$ cat src/shared/ermw_defs.svh
/*
 * Constants of the receive MAC with wake-up filters and receive DMA.
 * Assumes inclusion by bare name from files that need offsets, bit positions and counts.
 */
`ifndef ERMW_DEFS_SVH
`define ERMW_DEFS_SVH
`define ERMW_WAKE_FILTERS 4
`define ERMW_WAKE_WINDOW 31
`define ERMW_CRC_POLY 16'h8005
`define ERMW_CRC_SEED 16'hffff
`define ERMW_CMD_ON_BIT 0
`define ERMW_CMD_MCAST_BIT 3
`define ERMW_DES0_OWN_BIT 31
`define ERMW_DES0_LEN_LSB 16
`define ERMW_DES1_SUPPRESS_BIT 31
`define ERMW_DES1_CHAIN_BIT 14
`define ERMW_DES1_SIZE1_LSB 0
`define ERMW_DES1_SIZE2_LSB 16
`define ERMW_DESC_BYTES 32'h00000010
`define ERMW_WD_UNIT_CYCLES 256
`define ERMW_WD_PRESCALE_LAST 8'hff
`define ERMW_FIFO_DEPTH 16
`define ERMW_FIFO_WIDTH 9
`endif

$ cat src/shared/ermw_pkg.sv
/*
 * Types shared by the receive MAC, its wake-up filter and its FIFO.
 * Assumes ermw_defs.svh for numeric constants.
 */
package ermw_pkg;
   typedef struct packed {
      logic [30:0] wake_byte_mask;
      logic [7:0] wake_filter_command;
      logic [7:0] wake_start_offset;
      logic [15:0] wake_expected_crc;
   } ermw_wake_cfg_type;

   typedef struct packed {
      logic last;
      logic [7:0] data;
   } ermw_byte_type;

   typedef enum logic [2:0] {
      DMA_IDLE = 3'b000,
      DMA_FETCH = 3'b001,
      DMA_FETCH_WAIT = 3'b010,
      DMA_CHECK = 3'b011,
      DMA_SUSPEND = 3'b100,
      DMA_WAIT_DATA = 3'b101,
      DMA_WRITE = 3'b110,
      DMA_CLOSE = 3'b111
   } ermw_dma_state_type;

   typedef struct packed {
      logic [15:0] crc;
      logic match;
   } ermw_filt_state_type;

   typedef struct packed {
      ermw_dma_state_type state;
      logic [1:0] fetch_idx;
      logic [31:0] cur_desc;
      logic [3:0][31:0] des;
      logic [13:0] byte_cnt;
      ermw_byte_type rx_byte;
      logic [31:0] list_base;
      logic [31:0] buf_addr;
      logic mem_we;
      logic mem_byte;
      logic [31:0] mem_addr;
      logic [31:0] mem_wdata;
      logic srst_busy;
      logic pd_woken;
      logic wake_status;
      logic rx_irq;
      logic wd_armed;
      logic [7:0] wd_pre;
      logic [7:0] wd_units;
      logic in_frame;
      logic frame_keep;
      logic frame_mcast;
      logic [15:0] frame_idx;
   } ermw_top_state_type;
endpackage

$ cat src/rtl/ermw_fifo.sv
/*
 * Synchronous FIFO with valid and ready on both sides and a flush input.
 * Assumes one clock and an active-low asynchronous reset.
 */
`include "ermw_defs.svh"
module ermw_fifo import ermw_pkg::*; #(
   parameter int WIDTH = `ERMW_FIFO_WIDTH,
   parameter int DEPTH = `ERMW_FIFO_DEPTH
) (
   input wire logic clk,
   input wire logic rst_n,
   input wire logic flush,
   input wire logic in_valid,
   output logic in_ready,
   input wire logic [WIDTH-1:0] in_data,
   output logic out_valid,
   input wire logic out_ready,
   output logic [WIDTH-1:0] out_data
);
   localparam int AW = $clog2(DEPTH);
   typedef struct packed {
      logic [AW-1:0] wr;
      logic [AW-1:0] rd;
      logic [AW:0] count;
   } ermw_fifo_state_type;

   ermw_fifo_state_type s_q, s_d;
   logic [WIDTH-1:0] mem [DEPTH];
   logic push, pop;

   assign in_ready = (s_q.count != (AW+1)'(DEPTH));
   assign out_valid = (s_q.count != '0);
   assign out_data = mem[s_q.rd];
   assign push = in_valid && in_ready;
   assign pop = out_valid && out_ready;

   always_comb
   begin
      s_d = s_q;
      if (push)
      begin
         s_d.wr = (s_q.wr == AW'(DEPTH - 1)) ? '0 : s_q.wr + 1'b1;
      end
      if (pop)
      begin
         s_d.rd = (s_q.rd == AW'(DEPTH - 1)) ? '0 : s_q.rd + 1'b1;
      end
      s_d.count = s_q.count + (AW+1)'(push) - (AW+1)'(pop);
      if (flush)
      begin
         s_d = '0;
      end
   end

   always_ff @(posedge clk or negedge rst_n)
   begin
      if (!rst_n)
      begin
         s_q <= '0;
      end
      else
      begin
         s_q <= s_d;
      end
   end

   always_ff @(posedge clk)
   begin
      if (push)
      begin
         mem[s_q.wr] <= in_data;
      end
   end
endmodule

$ cat src/rtl/ermw_wake_filter.sv
/*
 * One remote wake-up filter: masked CRC16 over a byte window of a frame.
 * Assumes a byte stream with a frame-relative index and a last-byte marker.
 */
`include "ermw_defs.svh"
module ermw_wake_filter import ermw_pkg::*; (
   input wire logic clk,
   input wire logic rst_n,
   input wire logic clr,
   input wire logic byte_valid,
   input wire logic [7:0] byte_data,
   input wire logic byte_last,
   input wire logic [15:0] byte_index,
   input wire logic frame_mcast,
   input wire ermw_wake_cfg_type cfg,
   output logic match
);
   ermw_filt_state_type s_q, s_d;
   logic [15:0] rel;
   logic in_win;
   logic [15:0] crc_base, crc_now;
   logic type_ok;

   function automatic logic [15:0] crc_byte(input logic [15:0] c, input logic [7:0] d);
      logic [15:0] r;
      logic fb;
      r = c;
      for (int i = 0; i < 8; i++)
      begin
         fb = r[15] ^ d[i];
         r = {r[14:0], 1'b0} ^ (fb ? `ERMW_CRC_POLY : 16'h0000);
      end
      return r;
   endfunction

   assign rel = byte_index - {8'h00, cfg.wake_start_offset};
   assign in_win = (byte_index >= {8'h00, cfg.wake_start_offset}) && (rel < 16'(`ERMW_WAKE_WINDOW));
   assign crc_base = (byte_index == 16'h0000) ? `ERMW_CRC_SEED : s_q.crc;
   assign crc_now = (in_win && cfg.wake_byte_mask[rel[4:0]]) ? crc_byte(crc_base, byte_data) : crc_base;
   assign type_ok = cfg.wake_filter_command[`ERMW_CMD_MCAST_BIT] == frame_mcast;
   assign match = s_q.match;

   always_comb
   begin
      s_d = s_q;
      s_d.match = 1'b0;
      if (byte_valid)
      begin
         s_d.crc = crc_now;
         if (byte_last)
         begin
            s_d.match = cfg.wake_filter_command[`ERMW_CMD_ON_BIT] && type_ok &&
                        (crc_now == cfg.wake_expected_crc);
         end
      end
      if (clr)
      begin
         s_d = '0;
      end
   end

   always_ff @(posedge clk or negedge rst_n)
   begin
      if (!rst_n)
      begin
         s_q <= '0;
      end
      else
      begin
         s_q <= s_d;
      end
   end
endmodule

$ cat src/rtl/ermw_rx_mac.sv
/*
 * Receive side of an Ethernet MAC: power-down wake-up filtering, soft reset,
 * receive FIFO, descriptor-driven receive DMA and the receive interrupt watchdog.
 * Assumes a byte stream from the line side, a simple memory port with a grant
 * for every request and read data returned later with a valid strobe.
 */
`include "ermw_defs.svh"
module ermw_rx_mac import ermw_pkg::*; #(
   parameter int FIFO_DEPTH = `ERMW_FIFO_DEPTH
) (
   input wire logic CLOCK,
   input wire logic RST_N,
   input wire logic RX_VALID,
   input wire logic [7:0] RX_DATA,
   input wire logic RX_LAST,
   input wire logic RX_MCAST,
   output logic RX_READY,
   input wire logic RX_ENABLE,
   input wire logic POWER_DOWN_REQ,
   output logic POWER_DOWN_ACTIVE,
   input wire ermw_wake_cfg_type [`ERMW_WAKE_FILTERS-1:0] WAKE_CFG,
   input wire logic WAKE_STATUS_READ,
   output logic WAKE_STATUS,
   output logic POWER_MGMT_IRQ,
   input wire logic SOFT_RESET_REQ,
   input wire logic PHY_CLK_ALIVE,
   output logic SOFT_RESET_BUSY,
   input wire logic [31:0] DESC_LIST_BASE,
   input wire logic DESC_LIST_LOAD,
   output logic [31:0] DESC_LIST_BASE_RD,
   input wire logic [4:0] DESC_SKIP_WORDS,
   input wire logic RX_POLL_DEMAND,
   output logic [31:0] CUR_BUF_ADDR,
   output logic [31:0] CUR_DESC_ADDR,
   output logic RX_SUSPENDED,
   input wire logic [7:0] RX_WATCHDOG_TIMEOUT,
   output logic RX_IRQ,
   output logic MEM_REQ,
   output logic MEM_WE,
   output logic MEM_BYTE,
   output logic [31:0] MEM_ADDR,
   output logic [31:0] MEM_WDATA,
   input wire logic MEM_GNT,
   input wire logic MEM_RVALID,
   input wire logic [31:0] MEM_RDATA
);
   localparam int NF = `ERMW_WAKE_FILTERS;
   localparam ermw_top_state_type RESET_STATE = '0;

   ermw_top_state_type s_q, s_d;
   logic pd_active, cur_keep, in_take, fifo_in_ready, fifo_in_valid;
   logic fifo_out_valid, fifo_out_ready;
   ermw_byte_type fifo_out;
   logic [15:0] cur_idx;
   logic cur_mcast;
   logic [NF-1:0] match;
   logic [12:0] size1, size2;
   logic chained, suppress;

   assign pd_active = POWER_DOWN_REQ && !s_q.pd_woken;
   assign cur_keep = s_q.in_frame ? s_q.frame_keep : (RX_ENABLE && !pd_active);
   assign RX_READY = !s_q.srst_busy && (!cur_keep || fifo_in_ready);
   assign in_take = RX_VALID && RX_READY;
   assign fifo_in_valid = RX_VALID && cur_keep && !s_q.srst_busy;
   assign cur_idx = s_q.in_frame ? s_q.frame_idx : 16'h0000;
   assign cur_mcast = s_q.in_frame ? s_q.frame_mcast : RX_MCAST;
   assign size1 = s_q.des[1][`ERMW_DES1_SIZE1_LSB +: 13];
   assign size2 = s_q.des[1][`ERMW_DES1_SIZE2_LSB +: 13];
   assign chained = s_q.des[1][`ERMW_DES1_CHAIN_BIT];
   assign suppress = s_q.des[1][`ERMW_DES1_SUPPRESS_BIT];

   ermw_fifo #(
      .WIDTH(`ERMW_FIFO_WIDTH),
      .DEPTH(FIFO_DEPTH)
   ) u_fifo (
      .clk(CLOCK),
      .rst_n(RST_N),
      .flush(s_q.srst_busy),
      .in_valid(fifo_in_valid),
      .in_ready(fifo_in_ready),
      .in_data({RX_LAST, RX_DATA}),
      .out_valid(fifo_out_valid),
      .out_ready(fifo_out_ready),
      .out_data(fifo_out)
   );

   genvar g;
   generate
      for (g = 0; g < NF; g++)
      begin : gen_filt
         ermw_wake_filter u_filt (
            .clk(CLOCK),
            .rst_n(RST_N),
            .clr(s_q.srst_busy),
            .byte_valid(in_take && pd_active),
            .byte_data(RX_DATA),
            .byte_last(RX_LAST),
            .byte_index(cur_idx),
            .frame_mcast(cur_mcast),
            .cfg(WAKE_CFG[g]),
            .match(match[g])
         );
      end
   endgenerate

   assign fifo_out_ready = (s_q.state == DMA_WAIT_DATA);
   assign MEM_REQ = (s_q.state == DMA_FETCH) || (s_q.state == DMA_WRITE) || (s_q.state == DMA_CLOSE);
   assign MEM_WE = s_q.mem_we;
   assign MEM_BYTE = s_q.mem_byte;
   assign MEM_ADDR = s_q.mem_addr;
   assign MEM_WDATA = s_q.mem_wdata;
   assign POWER_DOWN_ACTIVE = pd_active;
   assign WAKE_STATUS = s_q.wake_status;
   assign POWER_MGMT_IRQ = s_q.wake_status;
   assign SOFT_RESET_BUSY = s_q.srst_busy;
   assign DESC_LIST_BASE_RD = s_q.list_base;
   assign CUR_BUF_ADDR = s_q.buf_addr;
   assign CUR_DESC_ADDR = s_q.cur_desc;
   assign RX_SUSPENDED = (s_q.state == DMA_SUSPEND);
   assign RX_IRQ = s_q.rx_irq;

   always_comb
   begin
      s_d = s_q;
      s_d.rx_irq = 1'b0;
      // Frame tracking on the line side.
      if (in_take)
      begin
         if (!s_q.in_frame)
         begin
            s_d.frame_keep = RX_ENABLE && !pd_active;
            s_d.frame_mcast = RX_MCAST;
         end
         s_d.in_frame = !RX_LAST;
         s_d.frame_idx = RX_LAST ? 16'h0000 : ((cur_idx == 16'hffff) ? cur_idx : cur_idx + 16'h0001);
      end
      // Power-down wake-up; a new wake event wins over a status read.
      if (!POWER_DOWN_REQ)
      begin
         s_d.pd_woken = 1'b0;
      end
      if (WAKE_STATUS_READ)
      begin
         s_d.wake_status = 1'b0;
      end
      if (pd_active && (match != '0))
      begin
         s_d.pd_woken = 1'b1;
         s_d.wake_status = 1'b1;
      end
      // Descriptor list base.
      if (DESC_LIST_LOAD)
      begin
         s_d.list_base = DESC_LIST_BASE;
      end
      // Receive interrupt watchdog.
      if (s_q.wd_armed && (RX_WATCHDOG_TIMEOUT != 8'h00))
      begin
         s_d.wd_pre = s_q.wd_pre + 8'h01;
         if (s_q.wd_pre == `ERMW_WD_PRESCALE_LAST)
         begin
            s_d.wd_units = s_q.wd_units + 8'h01;
            if ((s_q.wd_units + 8'h01) >= RX_WATCHDOG_TIMEOUT)
            begin
               s_d.rx_irq = 1'b1;
               s_d.wd_armed = 1'b0;
               s_d.wd_units = 8'h00;
            end
         end
      end
      // Receive DMA.
      case (s_q.state)
         DMA_IDLE:
         begin
            if (DESC_LIST_LOAD)
            begin
               s_d.cur_desc = DESC_LIST_BASE;
               s_d.fetch_idx = 2'd0;
               s_d.mem_we = 1'b0;
               s_d.mem_byte = 1'b0;
               s_d.mem_addr = DESC_LIST_BASE;
               s_d.state = DMA_FETCH;
            end
         end
         DMA_FETCH:
         begin
            if (MEM_GNT)
            begin
               s_d.state = DMA_FETCH_WAIT;
            end
         end
         DMA_FETCH_WAIT:
         begin
            if (MEM_RVALID)
            begin
               s_d.des[s_q.fetch_idx] = MEM_RDATA;
               s_d.fetch_idx = s_q.fetch_idx + 2'd1;
               s_d.mem_addr = s_q.mem_addr + 32'h00000004;
               s_d.state = (s_q.fetch_idx == 2'd3) ? DMA_CHECK : DMA_FETCH;
            end
         end
         DMA_CHECK:
         begin
            s_d.byte_cnt = 14'h0000;
            s_d.buf_addr = s_q.des[2];
            s_d.state = s_q.des[0][`ERMW_DES0_OWN_BIT] ? DMA_WAIT_DATA : DMA_SUSPEND;
         end
         DMA_SUSPEND:
         begin
            if (RX_POLL_DEMAND)
            begin
               s_d.fetch_idx = 2'd0;
               s_d.mem_addr = s_q.cur_desc;
               s_d.state = DMA_FETCH;
            end
         end
         DMA_WAIT_DATA:
         begin
            if (fifo_out_valid)
            begin
               s_d.rx_byte = fifo_out;
               s_d.byte_cnt = (s_q.byte_cnt == 14'h3fff) ? s_q.byte_cnt : s_q.byte_cnt + 14'h0001;
               s_d.mem_we = 1'b1;
               s_d.mem_byte = 1'b1;
               s_d.mem_wdata = {24'h000000, fifo_out.data};
               if ({1'b0, s_q.byte_cnt} < {2'b00, size1})
               begin
                  s_d.buf_addr = s_q.des[2] + {18'h00000, s_q.byte_cnt};
                  s_d.mem_addr = s_d.buf_addr;
                  s_d.state = DMA_WRITE;
               end
               else if (!chained && ({1'b0, s_q.byte_cnt} < ({2'b00, size1} + {2'b00, size2})))
               begin
                  s_d.buf_addr = s_q.des[3] + {18'h00000, s_q.byte_cnt} - {19'h00000, size1};
                  s_d.mem_addr = s_d.buf_addr;
                  s_d.state = DMA_WRITE;
               end
               else if (fifo_out.last)
               begin
                  s_d.state = DMA_CLOSE;
               end
               if (fifo_out.last && (s_d.state == DMA_CLOSE))
               begin
                  s_d.mem_byte = 1'b0;
                  s_d.mem_addr = s_q.cur_desc;
                  s_d.mem_wdata = 32'(s_d.byte_cnt) << `ERMW_DES0_LEN_LSB;
               end
            end
         end
         DMA_WRITE:
         begin
            if (MEM_GNT)
            begin
               s_d.state = s_q.rx_byte.last ? DMA_CLOSE : DMA_WAIT_DATA;
               s_d.mem_byte = 1'b0;
               s_d.mem_addr = s_q.cur_desc;
               s_d.mem_wdata = 32'(s_q.byte_cnt) << `ERMW_DES0_LEN_LSB;
            end
         end
         DMA_CLOSE:
         begin
            if (MEM_GNT)
            begin
               if (suppress)
               begin
                  s_d.wd_armed = 1'b1;
               end
               else
               begin
                  s_d.rx_irq = 1'b1;
                  s_d.wd_armed = 1'b0;
                  s_d.wd_pre = 8'h00;
                  s_d.wd_units = 8'h00;
               end
               s_d.cur_desc = chained ? s_q.des[3] :
                              s_q.cur_desc + `ERMW_DESC_BYTES + {25'h0000000, DESC_SKIP_WORDS, 2'b00};
               s_d.mem_addr = s_d.cur_desc;
               s_d.mem_we = 1'b0;
               s_d.fetch_idx = 2'd0;
               s_d.state = DMA_FETCH;
            end
         end
         default:
         begin
            s_d.state = DMA_IDLE;
         end
      endcase
      // Soft reset holds everything at defaults until the PHY clock is seen.
      if (SOFT_RESET_REQ)
      begin
         s_d.srst_busy = 1'b1;
      end
      if (s_q.srst_busy)
      begin
         s_d = RESET_STATE;
         s_d.srst_busy = !PHY_CLK_ALIVE;
      end
   end

   always_ff @(posedge CLOCK or negedge RST_N)
   begin
      if (!RST_N)
      begin
         s_q <= RESET_STATE;
      end
      else
      begin
         s_q <= s_d;
      end
   end
endmodule

$ cat config.mk
export PLATFORM = sky130hd
export DESIGN_NAME = ermw_rx_mac
export DESIGN_NICKNAME = d
export VERILOG_FILES = /design/src/shared/ermw_pkg.sv /design/src/rtl/ermw_fifo.sv /design/src/rtl/ermw_wake_filter.sv /design/src/rtl/ermw_rx_mac.sv
export VERILOG_INCLUDE_DIRS = /design/src /design/src/shared
export SDC_FILE = /design/constraint.sdc
export NUM_CORES = 2
export LEC_CHECK = 0
export ABC_AREA = 1
export BUFFER_PORTS_ARGS = -buffer_cell sky130_fd_sc_hd__buf_2
export CELL_PAD_IN_SITES_DETAIL_PLACEMENT = 0
export CELL_PAD_IN_SITES_GLOBAL_PLACEMENT = 2
export CORE_MARGIN = 5
export CORE_UTILIZATION = 35
export DETAILED_ROUTE_END_ITERATION = 10
export GPL_ROUTABILITY_DRIVEN = 0
export GPL_TIMING_DRIVEN = 0
export PLACE_DENSITY_LB_ADDON = 0.05
export SLEW_MARGIN = 30
export SYNTH_ARGS = -nofsm -noshare
export SYNTH_HDL_FRONTEND = slang
export SYNTH_HIERARCHICAL = 1
export SYNTH_SLANG_ARGS = --single-unit
export TNS_END_PERCENT = 50
$ cat constraint.sdc
create_clock -name CLOCK -period 6.7 [get_ports CLOCK]
set_clock_uncertainty 0.15 [all_clocks]
set_input_delay 1.005 -clock CLOCK [delete_from_list [all_inputs] [get_ports CLOCK]]
set_output_delay 1.005 -clock CLOCK [all_outputs]
set_load 0.01 [all_outputs]
Yosys cells after proc, flatten, opt, wreduce, memory -nomap -nowiden
Memories as Yosys holds them, arrays and structs flattened.
Cells that the tools add are included.

storage, ports and cells
  flip-flop bits (word level) = 431
  RAM bits = 144
  input bits = 351
  output and inout bits = 170
  word-level logic and storage cells = 380
  memories kept = 1

cells by class
  $add $sub $neg = 20
  magnitude comparators = 17
  equality and inequality tests = 34
  mux-type cells = 133
  bitwise gates (word level) = 64
  reductions and logical operators = 74

memory list
  name        depth  bits a word  read ports  clocked after memory_dff  write ports  RTL line         RTL
  u_fifo.mem  16     9            1           0                         1            ermw_fifo.sv:28  logic [WIDTH-1:0] mem [DEPTH];

operator list
  kind                   count
  $mux 16                44
  $xor 16x16->16         32
  $mux 358               1
  $mux 128               2
  $mux 32                8
  $pmux 32 s2            3
  $pmux 32 s6            1
  $mux 17                8
  $mux 65                2
  $bwmux 128             1
  $mux 98                1
  $mux 37                2
  $add 32x14->32         2
  $demux 32 s2           1
  $eq 16x16->1           4
  $ge 16x8->1            4
  $lt 16x5->1 const B    4
  $sub 16x8->16          4
  $mux 18                3
  $mux 34                1
  $add 32x3->32 const B  1
  $add 32x5->32 const B  1
  $add 32x7->32          1
  $sub 32x13->32         1
  63 further kinds       210

Longest topological paths before layout
  depth in word-level cells = 33
  gate-level depth with buffers = 31
  mapped depth without buffers = 27

Hierarchy
Netlist, hierarchy kept.

by module, submodules not included
  module            instances  cells an instance  area an instance (µm²)  seq. area each (µm²)
  ermw_rx_mac       1          3625               24141.9                 7632.3
  ermw_wake_filter  4          486                2610.0                  425.4
  ermw_fifo         1          745                7178.1                  4649.5

Worst setup path after synthesis
No wires, ideal clock.

  path type = reg2reg
  start = register s_q[225] (netlist bit)
  end = register s_q (netlist bit MEM_ADDR[1])
  library setup time = 0.116 ns
  data arrival time = 3.368 ns
  data required time = 6.434 ns
  slack = 3.065 ns
  stages on the path, launching flop included = 27
  path buffers = 1
  clock period less this slack = 3.635 ns
  cells stage by stage = dfrtp_1 > ha_1 > fa_1 > nand3_1 > nand2_1 > nand2_1 > nand2_1 > nand2_1 > a21oi_1 > nand2_1 > inv_1 > o21ai_0 > nand2_1 > xnor2_1 > ha_1 > nand2_1 > nor4_1 > o21ai_0 > nand2_1 > nand3_2 > inv_2 > buf_2 > nand2_1 > nand3_1 > nand3_1 > nand2_1 > nand2_1

on the way
  cells in the longest elaborated chain, start to end = 13
  elaborated cells on any way between the ends = 19
  those cells by class = add/sub (2); order compare (2); eq/ne (2); mux (10); reduce/logical (3)

RTL lines
  item                    RTL line            RTL
  from (decl)             ermw_rx_mac.sv:50   ermw_top_state_type s_q, s_d;
  from (signal assigned)  ermw_rx_mac.sv:304  s_q <= RESET_STATE;
  from (signal assigned)  ermw_rx_mac.sv:308  s_q <= s_d;
  $add 13x13->14          ermw_rx_mac.sv:232  else if (!chained && ({1'b0, s_q.byte_cnt} < ({2'b00, size1} + {2'b00, size2})))
  $lt 14x14->1            ermw_rx_mac.sv:232
  $logic_and 1x1->1       ermw_rx_mac.sv:232
  $mux 3                  ermw_rx_mac.sv:232
  $mux 3                  ermw_rx_mac.sv:226  if ({1'b0, s_q.byte_cnt} < {2'b00, size1})
  $mux 3                  ermw_rx_mac.sv:219  if (fifo_out_valid)
  $mux 3                  ermw_rx_mac.sv:172  case (s_q.state)
  $eq 3x3->1              ermw_rx_mac.sv:242  if (fifo_out.last && (s_d.state == DMA_CLOSE))
  $logic_and 1x1->1       ermw_rx_mac.sv:242
  $mux 65                 ermw_rx_mac.sv:242
  $mux 98                 ermw_rx_mac.sv:219
  $pmux 32 s6             ermw_rx_mac.sv:172
  $mux 358                ermw_rx_mac.sv:293  if (s_q.srst_busy)

Parallel ways exist; a longest one is shown, timed or not. The select of a mux whose other input is x is not followed.
A chain may end at the register's enable or synchronous reset.

Final worst setup path
  start = register s_q[225] (netlist bit)
  end = register s_q (netlist bit MEM_ADDR[14])

Same word-level chain as after synthesis.

==> results.md <==
- Final Slew Violations: 0
- Top cell family by delay on the critical path: simple AND/OR/NAND/NOR gates
- Fin. Hold Viols: 0
- Leak: around 26 nW
- First-pass GRT wire length: 264000 um
- CP Launch Type: flop
- Max incr delay on CP: just over 0.7 ns
- Die ar.: 126000 sq um
- Worst hold path type: input port to async pin
- CP required: 7.10 ns
- Post-synth top area cell: dfrtp_1
- Netlist cell types: just over 60
- Fin crit share: 0.769
- Clk pwr share: 0.277
- RSZ-0062 raised after global routing: no
- Hold_ws: ~0.10 ns
- Largest cells by area after synthesis: dfrtp_1, nand2_1, edfxtp_1
- Cell area after layout: about 50000 sq um
- Fmax achieved: 0.194 GHz
- Internal Power: 7.93 mW
- Mean Syn Cell Area: between 6 and 7 sq um
- CTS sink count: 530
- Critical Path Slowest Stage Cell: clkbuf_1
- Worst EP arrival: between 5 and 6 ns
- 1st-pass router iterations: 6
- IR drop worst, VDD: 0.201 mV
- Sw power: 6.70 mW
- Die H: 355 um
- Max Cap Viol: 0
- Post-Synthesis Cells: between 6k and 7k
- DRT Wirelength: about 180000 um
- Row count: approximately 130
- Slew HR: 0.351
- DRC viols: 0
- Setup CP Type: flop to flop
- Post-CTS Setup Inserts: 0
- Yosys Warn Count: 6
- Clk Latency, worst-skew pair: 0.67 ns
- Die X: between 300 and 400 um
- Crit path top cell by count: nand2_1
- Root buffer cell: clkbuf_16
- Crit-path max FO: 10
- Critical Path End Type: flop
- Core box area: 118000 sq um
- Post-detail-place hpwl: 145000 um
- Slew @ Worst Pin: between 0.9 and 1 ns
- H-tree depth: 3
- Synth top area share: 0.231
- Setup TNS: 0 ns
- Largest net degree at the start of global routing: ~80
- Hold_buf cts: 0
- Vias in the first global route: 41.1k
- Num ports: about 520
- Flop pwr share: 0.286
- NumNets Final: approximately 7.4k
- Buffers plus inverters on the worst setup path: 2
- Vias per inst: about 5.0
- PortBufs: around 490
- Initial Util: 0.353
- R2R setup slack: around 1.5 ns
- Share of flip-flops with an asynchronous set or reset: 0.728
- Routed vias: 42.6k
- Share of cells above drive strength 1: 0.144
- Initial antenna violation count: 15
- Mapped Area: ~42000 sq um
- Grt ovf: 0
- Top_reg_cell synth: dfrtp_1
- Min cycle time layout: roughly 5.2 ns
- Routed length per placed instance: 21.2 um
- Finished Layout Cells: 8491
- CTS Buffer Depth: 3
- Area Growth Syn to Fin: 16.8%
- Cts bufs inserted: 70
- Antenna viol nets, final: 0
- Pwr dens: approximately 300 nW/um^2
- Outcome: complete, no violations
- Cts repair resizes: 0
- Combinational share of power: 0.437
- Initial DRC count: ~3.3k
- Post-placement cell count: approximately 8.4k
- CTS tree: built
- Post-synth EDFFs: 144
- Final setup fails: 0
- GRT Overall Usage: 0.277
- Filler cells: 13.0k
- Clock-pin slew on the worst setup and hold paths: 0.06 ns
- DP Area: around 46000 sq um
- Switching share of power: 0.458
- Sequential cell area fraction in the yosys report: 0.335
- FF+latch count, synth: 530
-- worst reg2reg max path, stage by stage, from the launching register on --
cell	delay, ns
dfrtp_1	0.42
ha_1	0.24
fa_1	0.43
nand3_1	0.11
nand2_1	0.11
nand2_1	0.09
nand2_1	0.10
nand2_1	0.07
a21oi_1	0.08
nand2_1	0.07
inv_1	0.03
o21ai_0	0.13
nand2_1	0.09
xnor2_1	0.21
ha_1	0.27
nand2_1	0.13
nor2_1	0.06
a21oi_1	0.14
nand2_1	0.06
nor2_1	0.09
nand2_1	0.20
nand3_2	0.28
clkbuf_1	0.71
nand3_1	0.30
nand2_1	0.20
nand2_1	0.09
nand2_1	0.11
nand2_1	0.07
-- power groups by stage --
stage | sequential, mW | clock (mW) | combinational (mW)
finish | 4.18 | 4.05 | 6.40
global route | 4.22 | 4.26 | 6.97
CTS | 4.17 | 4.14 | 6.34
detailed placement | 4.23 | 0 | 6.31
global placement | 4.23 | 0 | 6.29
floorplan | 3.98 | 0 | 3.74
-- final timing paths --
| kind | start | cells past startpoint | to |
|---|---|---|---|
| worst max-delay path | s_q[225] | 27 | MEM_ADDR[14] |
| worst min-delay path | RST_N | 1 | s_q[26] |
| worst max register to register | s_q[225] | 27 | MEM_ADDR[14] |
| worst min register to register | DESC_LIST_BASE_RD[1] | 2 | DESC_LIST_BASE_RD[1] |
| max in group asynchronous | RST_N | 3 | DESC_LIST_BASE_RD[17] |
| min in group CLOCK | DESC_LIST_BASE_RD[1] | 2 | DESC_LIST_BASE_RD[1] |
-- registers in the layout, indices dropped and copies added, names as in the netlist, 4 cells and up --
name                   count
CUR_DESC_ADDR             32
gen_filt.u_filt/s_q       64
MEM_ADDR                  32
u_fifo/s_q                13
MEM_WDATA                 22
gen_filt.u_filt/match      4
CUR_BUF_ADDR              32
u_fifo/mem               144
s_q                      149
DESC_LIST_BASE_RD         32
-- cell families (layout without fill, tap and decap cells) --
group                    Yosys count  in the layout  share of synthesized area
AO/OA/AOI/OAI                    758            758                      0.105
XOR/XNOR                         106            106                     0.0222
adder cells (fa/ha/maj)          176            176                     0.0565
buffers and inverters           1377           1998                      0.146
flip-flops                       530            530                      0.335
multiplexers                       1              1                   0.000240
other                              1             21                  0.0000898
AND/OR/NAND/NOR                 3365           3365                      0.335
-- Yosys cell counts, types with 4 or more instances --
library cell and number:
a211oi_1 8, a21oi_1 212, a22oi_1 13, a311oi_1 4, a31oi_1 7, a32o_1 8
and2_1 7, buf_1 12, buf_2 49, buf_4 176, buf_6 27, clkbuf_1 83
clkinv_1 13, clkinv_2 4, dfrtp_1 386, edfxtp_1 144, fa_1 21, ha_1 155
inv_1 968, inv_2 43, nand2_1 2048, nand2_2 30, nand3_1 612, nand3_2 5
nand3b_1 21, nand4_1 58, nor2_1 466, nor2_2 19, nor3_1 67, nor4_1 4
o211ai_1 29, o21ai_0 200, o21ai_1 68, o21ai_2 8, o22ai_1 168, o22ai_2 7
or2_2 16, xnor2_1 38, xor2_1 68
-- cell usage in the layout (no fill, tap or decap), types with 9 or more instances in the layout --
cell,n
o21ai_1,68
fa_1,21
a22oi_1,13
clkbuf_1,96
nand3_1,612
or2_2,16
buf_2,534
edfxtp_1,144
clkinv_1,16
xnor2_1,38
nand4_1,58
buf_6,28
xor2_1,68
nand2_1,2048
buf_1,11
o21ai_2,9
clkbuf_16,70
conb_1,10
o211ai_1,29
o22ai_1,168
diode_2,11
ha_1,155
dfrtp_1,386
nor2_2,19
o21ai_0,199
inv_2,43
nand3b_1,21
nor2_1,466
a21oi_1,212
inv_1,968
clkinv_2,19
nand2_2,30
buf_4,176
nor3_1,66
-- through the flow --
step | setup WS [ns] | util | total power [mW]
after global placement | -4.52 | 0.390 | 10.5
after detailed placement | 1.62 | 0.392 | 10.5
after floorplan | 3.07 | - | 7.72
final | 1.55 | 0.413 | 14.6
after CTS | 1.56 | 0.412 | 14.7
after global routing | 1.25 | 0.412 | 15.4
-- layout make-up --
cell class                 count  area (sq um)  area share
antenna                       11          27.5    0.000564
buffer                       347          2230      0.0457
clock buffer                  91          1910      0.0392
clock inverter                39           528      0.0108
inverter                    1030          3880      0.0795
multi-input combinational   4416         21700       0.445
sequential                   530         14000       0.287
tap                         1536          1920      0.0394
timing repair buffer         491          2590      0.0530
-- per-layer routing --
metal / GRT usage / vias to the layer above / wire [um]
met3: 0.0525 / 185 / 12900
met5: 0 / - / 41
met1: 0.378 / 20000 / 79600
li1: - / 21200 / -
met4: 0.0700 / 6 / 4810
met2: 0.455 / 1305 / 82900
(Power assumes the default switching activity.)
